[src/verilog/trs_pkg.sv]
// Operation
// - data not ready: respond status byte then check byte, payload count zero.
// - response without payload is padded with fill bytes to full length.
// - status bit 0 busy while data pending, cleared when the result returns, with or without payload.
// - uninterpretable command with none pending sets status bit 1 and returns no payload.
// - command arriving before previous completes sets status bit 3, no payload.
// - a read after a command's result reports its failure in status bit 1; write and read commands are not told apart.
`default_nettype none
package trs_pkg;
	localparam int RESP_LEN = 8;
	localparam logic [3:0] RESP_LEN_W = 4'h8;
	localparam int PAY_MAX = 5;
	localparam int BIT_BUSY = 0;
	localparam int BIT_ERR = 1;
	localparam int BIT_REJ = 3;
	localparam logic [7:0] FILL_BYTE = 8'h00;
	localparam logic [7:0] STATUS_RST = 8'h00;
	localparam logic [7:0] CRC_INIT = 8'hFF;
	localparam logic [7:0] CRC_POLY = 8'h07;

	typedef enum logic [1:0] {
		ST_IDLE = 2'b00,
		ST_STAT = 2'b01,
		ST_BODY = 2'b11,
		ST_PAD = 2'b10
	} trs_state_e;

	// command as delivered by the telegram receiver
	typedef struct packed {
		logic valid;
		logic bad;
		logic isWrite;
	} trs_cmd_s;

	// result from the executing function
	typedef struct packed {
		logic done;
		logic ok;
		logic [2:0] count;
		logic [PAY_MAX*8-1:0] data;
	} trs_res_s;

	typedef struct packed {
		logic valid;
		logic [7:0] data;
		logic last;
	} trs_byte_s;
endpackage : trs_pkg
`default_nettype wire

[src/verilog/trs_crc.sv]
`default_nettype none
module trs_crc
	import trs_pkg::*;
(
	input wire logic sys_clk, // system clock
	input wire logic sys_rst, // sync reset, high
	input wire logic clear, // restart checksum
	input wire logic enable, // fold in data byte
	input wire logic [7:0] data, // byte to fold
	output logic [7:0] crc // running checksum
);
	logic [7:0] crc_r;
	logic [7:0] crc_nxt;

	function automatic logic [7:0] crcStep(input logic [7:0] c, input logic [7:0] d);
		logic [7:0] x;
		x = c ^ d;
		for (int i = 0; i < 8; i++) begin
			x = x[7] ? ((x << 1) ^ CRC_POLY) : (x << 1);
		end
		return x;
	endfunction : crcStep

	always_comb begin
		crc_nxt = crc_r;
		if (clear) begin
			// clear with enable seeds from the first byte, so it folds in the cycle it is loaded
			crc_nxt = enable ? crcStep(CRC_INIT, data) : CRC_INIT;
		end else if (enable) begin
			crc_nxt = crcStep(crc_r, data);
		end
	end

	always_ff @(posedge sys_clk) begin
		if (sys_rst) begin
			crc_r <= CRC_INIT;
		end else begin
			crc_r <= crc_nxt;
		end
	end

	assign crc = crc_r;
endmodule : trs_crc
`default_nettype wire

[src/verilog/trs_responder.sv]
`default_nettype none
module trs_responder
	import trs_pkg::*;
(
	input wire logic sys_clk, // system clock
	input wire logic sys_rst, // sync reset, high
	input wire trs_cmd_s cmdIn, // new command pulse from receiver
	input wire trs_res_s resIn, // execution result pulse
	input wire logic readStart, // host begins a read transfer, pulse
	input wire logic byteAck, // host took current byte, pulse
	output trs_byte_s txByte, // byte offered to the bus shifter
	output logic [7:0] status, // live system status byte
	output logic execStart // start the executing function, pulse
);
	// ------------------------------------------------------------
	// state
	// ------------------------------------------------------------
	typedef struct packed {
		trs_state_e st;
		logic [7:0] status;
		logic pending;
		logic [2:0] count;
		logic [PAY_MAX*8-1:0] data;
		logic [3:0] idx;
		logic [2:0] sent;
		trs_byte_s tx;
		logic start;
	} trs_regs_s;

	trs_regs_s q_r;
	trs_regs_s q_nxt;
	logic crcClear;
	logic crcEn;
	logic [7:0] crcVal;

	function automatic logic [7:0] payByte(input logic [PAY_MAX*8-1:0] d, input logic [2:0] i);
		return d[8*i +: 8];
	endfunction : payByte

	trs_crc uCrc (
		.sys_clk(sys_clk),
		.sys_rst(sys_rst),
		.clear(crcClear),
		.enable(crcEn),
		.data(q_nxt.tx.data),
		.crc(crcVal)
	);

	// ------------------------------------------------------------
	// next state
	// ------------------------------------------------------------
	always_comb begin
		q_nxt = q_r;
		q_nxt.start = 1'b0;
		crcClear = 1'b0;
		crcEn = 1'b0;
		// result before command: a finishing job frees the slot first
		if (resIn.done && q_r.pending) begin
			q_nxt.pending = 1'b0;
			q_nxt.status[BIT_BUSY] = 1'b0;
			q_nxt.status[BIT_ERR] = ~resIn.ok;
			q_nxt.count = resIn.ok ? resIn.count : 3'h0;
			q_nxt.data = resIn.data;
		end
		if (cmdIn.valid) begin
			if (q_nxt.pending) begin
				// running job untouched; only flagged
				q_nxt.status[BIT_REJ] = 1'b1;
			end else if (cmdIn.bad) begin
				q_nxt.status = STATUS_RST;
				q_nxt.status[BIT_ERR] = 1'b1;
				q_nxt.count = 3'h0;
			end else begin
				q_nxt.status = STATUS_RST;
				q_nxt.status[BIT_BUSY] = 1'b1;
				q_nxt.pending = 1'b1;
				q_nxt.count = 3'h0;
				q_nxt.start = 1'b1;
			end
		end
		case (q_r.st)
			ST_IDLE: begin
				q_nxt.tx = '0;
				if (readStart) begin
					// reads never start work, only snapshot status
					q_nxt.st = ST_STAT;
					q_nxt.tx.valid = 1'b1;
					q_nxt.tx.data = q_nxt.status;
					q_nxt.idx = 4'h1;
					q_nxt.sent = 3'h0;
					crcClear = 1'b1;
					// bytes fold as they are loaded, so the check byte is ready when needed
					crcEn = 1'b1;
				end
			end
			ST_STAT: begin
				if (byteAck) begin
					q_nxt.st = ST_BODY;
					// busy/error/reject: no payload bytes
					if (q_r.tx.data[BIT_BUSY] || q_r.tx.data[BIT_ERR] || q_r.tx.data[BIT_REJ] ||
						q_r.count == 3'h0) begin
						q_nxt.sent = 3'h0;
					end else begin
						q_nxt.sent = q_r.count;
					end
					q_nxt.tx.data = (q_nxt.sent == 3'h0) ? crcVal : payByte(q_r.data, 3'h0);
					crcEn = (q_nxt.sent != 3'h0);
					q_nxt.idx = q_r.idx + 4'h1;
				end
			end
			ST_BODY: begin
				if (byteAck) begin
					q_nxt.idx = q_r.idx + 4'h1;
					// idx is the position of the byte now being loaded
					if (q_r.idx <= {1'b0, q_r.sent}) begin
						crcEn = 1'b1;
						q_nxt.tx.data = payByte(q_r.data, q_r.idx[2:0] - 3'h1);
					end else if (q_r.idx == {1'b0, q_r.sent} + 4'h1) begin
						q_nxt.tx.data = crcVal;
					end else begin
						q_nxt.st = ST_PAD;
						q_nxt.tx.data = FILL_BYTE;
					end
					if (q_r.idx == RESP_LEN_W - 4'h1) begin
						q_nxt.tx.last = 1'b1;
					end
				end
			end
			ST_PAD: begin
				if (byteAck) begin
					q_nxt.idx = q_r.idx + 4'h1;
					q_nxt.tx.data = FILL_BYTE;
					if (q_r.idx == RESP_LEN_W - 4'h1) begin
						q_nxt.tx.last = 1'b1;
					end
				end
			end
			default: begin
				q_nxt.st = ST_IDLE;
			end
		endcase
		if (q_r.st != ST_IDLE && byteAck && q_r.tx.last) begin
			q_nxt.st = ST_IDLE;
			q_nxt.tx = '0;
			// reject is cleared when any read ends, even one whose status byte lacked it; a new reject in the same cycle wins
			if (!(cmdIn.valid && q_nxt.pending && q_r.pending)) begin
				q_nxt.status[BIT_REJ] = 1'b0;
			end
		end
	end

	always_ff @(posedge sys_clk) begin
		if (sys_rst) begin
			q_r <= '0;
		end else begin
			q_r <= q_nxt;
		end
	end

	assign txByte = q_r.tx;
	assign status = q_r.status;
	assign execStart = q_r.start;
endmodule : trs_responder
`default_nettype wire

[config.mk]
export PLATFORM = sky130hd
export DESIGN_NAME = trs_responder
export DESIGN_NICKNAME = d
export VERILOG_FILES = /design/src/verilog/trs_pkg.sv /design/src/verilog/trs_crc.sv /design/src/verilog/trs_responder.sv
export SDC_FILE = /design/constraint.sdc
export NUM_CORES = 1
export LEC_CHECK = 0
export BUFFER_PORTS_ARGS = -buffer_cell sky130_fd_sc_hd__buf_2
export CAP_MARGIN = 20
export CORE_MARGIN = 10
export CORE_UTILIZATION = 40
export CTS_CLUSTER_DIAMETER = 200
export DETAILED_ROUTE_END_ITERATION = 7
export SKIP_LAST_GASP = 1
export SYNTH_ARGS = -nofsm -noshare
export SYNTH_HDL_FRONTEND = slang
export SYNTH_SLANG_ARGS = --single-unit
[constraint.sdc]
create_clock -name sys_clk -period 4.5 [get_ports sys_clk]
set_input_delay 0.225 -clock sys_clk [delete_from_list [all_inputs] [get_ports sys_clk]]
set_output_delay 0.225 -clock sys_clk [all_outputs]
set_load 0.01 [all_outputs]
* Word-level counts from Yosys, hierarchy flattened
Index checks and enable logic that the tools add are counted.
Storage, ports and cells: bits in registers 80, output and inout port bits 19, logic and storage cells 132
Cells by class: eq/ne operators 12, magnitude comparators 1, bitwise logic cells 20, add/sub/neg operators 3, reduce and logical (&&, ||, !) cells 24, muxes and demuxes 59, shifts and indexed selects 1
Operator list (number):
- $mux W3 | 20
- $mux W8 | 7
- $not A3 Y3 | 16
- $mux W46 | 1
- $shiftx A40 B7 Y8 | 1
- $pmux W8 S4 | 1
- $mux W9 | 3
- $mux W16 | 1
- $mux W7 | 2
- $mux W12 | 1
- $mux W2 | 6
- $ne A2 B2 Y1 const B | 6
- $pmux W4 S3 | 1
- $mux W1 | 10
- $reduce_and A3 Y1 | 3
- $reduce_bool A3 Y1 | 3
- $mux W4 | 2
- $not A8 Y8 | 1
- $xor A8 B8 Y8 | 1
- $logic_not A3 Y1 | 2
- $pmux W1 S3 | 2
- $pmux W2 S3 | 1
- $pmux W3 S2 | 1
- $reduce_and A6 Y1 | 1
- other kinds (16) | 27

* Logic depth before layout (Yosys ltp)
word-level depth 30, depth in mapped cells 14

* By module
Synthesis repeated with hierarchy kept, for this count alone.
Unflattened totals: cells, all modules 591, area total of the unflattened synthesis 4683.2 sq um
By module, submodules not included:
- trs_responder | times used 1, sequential area each 1441.4 sq um, area an instance 3818.7 sq um, cells an instance 484
- trs_crc | times used 1, sequential area each 160.2 sq um, area an instance 864.6 sq um, cells an instance 107

* Worst setup path after synthesis
OpenSTA, ideal clock, no wires.
kind register to register, start point register q_r[14] in the netlist's numbering, end point register uCrc.crc_r[1] (netlist: uCrc.crc[1]), required time 4.426 ns, setup slack 1.282 ns, arrival time 3.144 ns, stages on the path, launching flop included 14, cells stage by stage dfxtp_1 > buf_2 > inv_1 > ha_1 > buf_2 > mux2_2 > a21oi_1 > o31a_1 > a21oi_1 > o31ai_1 > xor2_1 > xor2_1 > or3_1 > a31oi_1
Between the ends: longest elaborated chain between the ends 14, elaborated cells on any way between the ends 32, classes of those cells add/sub (1); order compare (1); eq/ne (1); shift (1); mux (19); bitwise (8); reduce/logical (1)
Ends and longest elaborated chain:
- start: declaration | RTL line trs_responder.sv:30 | trs_regs_s q_r;
- start signal: assignment | RTL line trs_responder.sv:156 | q_r <= q_nxt;
- $sub A3 B1 Y3 / $eq A4 B4 Y1 (equally long branches) | RTL line trs_responder.sv:117, trs_responder.sv:118
- $shiftx A40 B7 Y8 / $mux W8 (equally long branches) | RTL line trs_responder.sv:37, trs_responder.sv:118
- $mux W8 | RTL line trs_responder.sv:115 | if (q_r.idx <= {1'b0, q_r.sent}) begin
- $mux W9 | RTL line trs_responder.sv:112 | if (byteAck) begin
- $pmux W8 S4 | RTL line trs_responder.sv:81 | case (q_r.st)
- $mux W9 | RTL line trs_responder.sv:142 | if (q_r.st != ST_IDLE && byteAck && q_r.tx.last) begin
- $xor A8 B8 Y8 / $not A8 Y8 (equally long branches)
- $not A3 Y3 (no source line)
- $mux W3 | RTL line trs_crc.sv:19 | x = x[7] ? ((x << 1) ^ CRC_POLY) : (x << 1);
- $mux W3 / $not A3 Y3 (equally long branches)
- $not A3 Y3 (no source line) / $mux W3 (equally long branches)
- $mux W3 | RTL line trs_crc.sv:19
- $mux W8, on equally long branches | RTL line trs_crc.sv:29, trs_crc.sv:28
- $mux W8 | RTL line trs_crc.sv:26 | if (clear) begin
- end signal: assignment | RTL line trs_crc.sv:38 | crc_r <= crc_nxt;
- end: declaration | RTL line trs_crc.sv:12 | logic [7:0] crc_r;
Several ways; a longest one is shown, not always the timed one. The select of a mux whose other input is x is not followed. A chain may end at the register's enable or synchronous reset.

* Final worst setup path
start point register q_r[15] in the netlist's numbering, end point register uCrc.crc_r[1] (netlist: uCrc.crc[1])
Same word-level chain as after synthesis.

==> results.rst <==
.. list-table::
   :header-rows: 1

   * - Metric
     - Value
   * - CTS tree
     - built
   * - Run status
     - complete, no violations
   * - Count of buffers from port buffering
     - 69
   * - GPL Wtd Cong
     - 0.9101
   * - Per-cell routed wire length
     - 17.20 µm
   * - Met3 wirelength from detailed routing
     - 833 µm
   * - GRT overflow
     - 0
   * - Register-to-register setup slack
     - 0.85 ns
   * - Netlist Area Pre-Place
     - 4668 µm²
   * - Cell type with the highest aggregate area in the netlist
     - sky130_fd_sc_hd__dfxtp_1
   * - Final hold vios
     - 0
   * - Later-pin clock latency in the skew report
     - 0.34 ns
   * - Global-route usage over all layers
     - 16.11%
   * - Relative slew slack
     - 47.29%
   * - End of the worst register-to-register path
     - uCrc.crc[1]$_SDFFE_PP1P_
   * - Upper clock frequency limit
     - 273.8 MHz
   * - Top post-synthesis cells by area
     - sky130_fd_sc_hd__dfxtp_1 34%, sky130_fd_sc_hd__nand2_1 8.2%, sky130_fd_sc_hd__a21oi_1 7.5%, sky130_fd_sc_hd__xor2_1 3.4%, sky130_fd_sc_hd__nor2_1 3.3%
   * - Iteration-0 DRC Markers
     - 227
   * - Setup repair after global routing missed its margin
     - false
   * - Sequential area share after synthesis
     - 34.31%
   * - Startpoint of the worst setup timing path
     - q_r[15]$_SDFFE_PP0P_
   * - End point of the critical path
     - uCrc.crc[1]$_SDFFE_PP1P_
   * - Max Clock Skew
     - 0.006309 ns
   * - Inserted Clock Buffers
     - 9
   * - Type of destination of the critical path
     - flop
   * - Std-Cell Rows
     - 39
   * - Vias in the first global route
     - 4233
   * - Met1 layer wirelength in the final routing
     - 6.018 mm
   * - Width of the die
     - 128.0 µm
   * - Wire length of the first global-routing pass
     - 21.60 mm
   * - Total number of clock tree sinks
     - 80
   * - Initial antenna violation count
     - 1
   * - Most frequently used flop master after synthesis
     - sky130_fd_sc_hd__dfxtp_1
   * - Area fraction of the dominant cell type after synthesis
     - 34.31%
   * - Clk buf depth
     - 2
   * - Post-CTS setup buffer count
     - 0
   * - Fin crit period
     - 3.652 ns
   * - Setup Total Neg Slack
     - 0 ns
   * - Post-detail-place hpwl
     - 9.889 mm
   * - Arrival time of data at the critical path endpoint
     - 3.92 ns
   * - Power density over the cells
     - 376.3 nW/µm²
   * - Number of unique standard cell types used by synthesis
     - 74
   * - Vias post-DR
     - 4180
   * - Mapped Avg Cell Area
     - 8.091 µm²
   * - Area of the core
     - 11420 µm²
   * - Detailed Route WL
     - 12.95 mm
   * - Count of boundary I/O pins
     - 71
   * - CTS H-tree depth
     - 3
   * - Path category of the worst min-delay check
     - primary input to flop
   * - Launch instance of the worst register-to-register path
     - q_r[15]$_SDFFE_PP0P_
   * - CTS Hold Bufs
     - 0
   * - Final core utilization
     - 45.52%
   * - Root Buffer Master
     - sky130_fd_sc_hd__clkbuf_16
   * - Fraction of layout cells with a size suffix above 1
     - 20.00%
   * - Setup violators final
     - 0
   * - R2r worst-path depth
     - 12
   * - Number of cells upsized or downsized after cts
     - 0
   * - Inserted Diodes
     - 0
   * - Data required time at the worst endpoint
     - 4.77 ns
   * - Number of warnings printed during yosys synthesis
     - 0
   * - Sort of element at the start of the critical path
     - flop
   * - Initial core utilization
     - 40.88%
   * - CP Class
     - flop to flop
   * - Count of antenna-violating nets left after detailed routing
     - 0
   * - Highest fanout seen on the critical path
     - 13
   * - Synth-to-layout area growth
     - 11.34%
   * - FFs w/ async S/R, synth
     - 0%
   * - Max-slew violation total from the final report
     - 0
   * - Post-synthesis sequential element count
     - 80
   * - Total number of nets in the final design
     - 664
   * - MaxCap Viol Count
     - 0
   * - Number of remaining DRC errors
     - 0
   * - Vias per std cell
     - 5.551
   * - Number of enable-type register cells in the synthesized netlist
     - 0
   * - Initial DRT Pass Iterations
     - 4
   * - Post-Synthesis Net Count
     - 635
   * - Share of the clock period used by the worst path after layout
     - 81.16%
   * - Instance count of the mapped netlist
     - 577
   * - Total die area
     - 16390 µm²
   * - Highest layer used for signal routing
     - met5
   * - Leakage power summed over all cells
     - 2.005 nW
   * - Chip height
     - 128.0 µm
   * - Pin count of the biggest net entering global routing
     - 64
   * - Highest ir drop seen on vdd
     - 0.2663 mV
   * - Worst Max-Slew Pin Slew
     - 0.7878 ns
   * - Clk slew on worst S/H paths
     - 0.06 ns
   * - Routed length on met2
     - 5.667 mm
metal layers:
layer	vias to the layer above	track usage, %
met1	1952	20.26
met3	34	5.128
met5	-	0
li1	2063	-
met4	2	7.483
met2	129	24.53
worst min path at each step:
| stage | slack [ns] | start | depth (start not counted) | to |
|---|---|---|---|---|
| after floorplan | 0.36 | resIn[8] | 2 | q_r[26]$_SDFFE_PP0P_ |
| after global placement | 0.44 | q_r[56]$_SDFFE_PP0P_ | 2 | q_r[56]$_SDFFE_PP0P_ |
| after detailed placement | 0.45 | q_r[28]$_SDFFE_PP0P_ | 2 | q_r[28]$_SDFFE_PP0P_ |
| after CTS | 0.11 | resIn[10] | 3 | q_r[28]$_SDFFE_PP0P_ |
| after global routing | 0.12 | resIn[33] | 3 | q_r[51]$_SDFFE_PP0P_ |
| final | 0.12 | resIn[19] | 3 | q_r[37]$_SDFFE_PP0P_ |
power by group:
group	switching [mW]	internal, mW
clock	0.295	0.428
sequential	0.0400	0.740
combinational	0.263	0.190
logic make-up after synthesis:
kind of cell | after synthesis | share of synthesized area, %
AOI/OAI and AO/OA | 160 | 22.76
muxes | 16 | 5.119
and+or+nand+nor | 218 | 21.87
xor gates and xnor gates | 34 | 7.022
buffers and inverters | 63 | 7.317
DFF | 80 | 34.31
adders and majority gates | 6 | 1.608
flip-flops by register name (all words and copies together), names as in the netlist:
register,flops
q_r,53
status,8
uCrc.crc,8
execStart,1
txByte,10
layout make-up:
type	instances	area [µm²]
Sequential cell	80	1602
Clock inverter	5	57.56
Tap cell	143	178.9
Clock buffer	10	229.0
Fill cell	1206	6221
Inverter	8	30.03
Multi-Input combinational cell	434	2725
Timing Repair Buffer	73	375.4
layout by cell type (no fill, tap or decap), types with 4 or more instances in the layout:
cell,count
sky130_fd_sc_hd__a31oi_1,6
sky130_fd_sc_hd__and2_1,9
sky130_fd_sc_hd__buf_2,69
sky130_fd_sc_hd__a21o_1,6
sky130_fd_sc_hd__dfxtp_1,80
sky130_fd_sc_hd__nor2_1,41
sky130_fd_sc_hd__nand2b_1,7
sky130_fd_sc_hd__nor2b_1,7
sky130_fd_sc_hd__xnor2_1,12
sky130_fd_sc_hd__ha_1,6
sky130_fd_sc_hd__xor2_1,18
sky130_fd_sc_hd__buf_4,4
sky130_fd_sc_hd__o31ai_1,5
sky130_fd_sc_hd__o21ai_1,8
sky130_fd_sc_hd__and3_1,6
sky130_fd_sc_hd__nand2_1,102
sky130_fd_sc_hd__mux4_2,6
sky130_fd_sc_hd__a221oi_1,7
sky130_fd_sc_hd__mux2i_1,7
sky130_fd_sc_hd__clkbuf_16,9
sky130_fd_sc_hd__nand3_1,15
sky130_fd_sc_hd__inv_1,7
sky130_fd_sc_hd__a311oi_1,6
sky130_fd_sc_hd__o21ai_0,17
sky130_fd_sc_hd__nor3_1,5
sky130_fd_sc_hd__a21oi_1,70
critical path, cell delays in order (launching register included):
cell	delay, ns
sky130_fd_sc_hd__dfxtp_1	0.44
sky130_fd_sc_hd__inv_1	0.07
sky130_fd_sc_hd__ha_1	0.67
sky130_fd_sc_hd__mux2i_1	0.25
sky130_fd_sc_hd__nor2_1	0.06
sky130_fd_sc_hd__a311oi_1	0.43
sky130_fd_sc_hd__o31a_1	0.23
sky130_fd_sc_hd__a21oi_1	0.08
sky130_fd_sc_hd__o31ai_1	0.29
sky130_fd_sc_hd__xor2_1	0.41
sky130_fd_sc_hd__xor2_1	0.16
sky130_fd_sc_hd__or3_1	0.32
sky130_fd_sc_hd__a31oi_1	0.17
cell usage after synthesis, drive strengths merged (7+ instances only):
| cell | number |
|---|---|
| nand2 | 102 |
| dfxtp | 80 |
| a21oi | 73 |
| nor2 | 42 |
| buf | 32 |
| o21ai | 27 |
| clkbuf | 23 |
| xor2 | 20 |
| nand3 | 15 |
| xnor2 | 14 |
| and2 | 12 |
| a221oi | 8 |
| inv | 8 |
| a311oi | 7 |
| mux2i | 7 |
| nand2b | 7 |
| nor2b | 7 |
through the flow:
step / hold WS, ns / instance area [µm²] / power [mW] / cells / setup slack (ns)
6_report: 0.1206 / 5197 / 1.956 / 753 / 0.8476
5_1_grt: 0.1245 / 5197 / 2.051 / 753 / 0.5010
4_1_cts: 0.1112 / 5197 / 1.975 / 753 / 0.8247
3_5_place_dp: 0.4463 / 4911 / 1.247 / 738 / 0.8556
3_3_place_gp: 0.4403 / 4911 / 1.240 / 738 / 0.9246
2_1_floorplan: 0.3610 / 4668 / 1.148 / 577 / 1.282
Note: power is estimated with default switching activity, not from simulation.
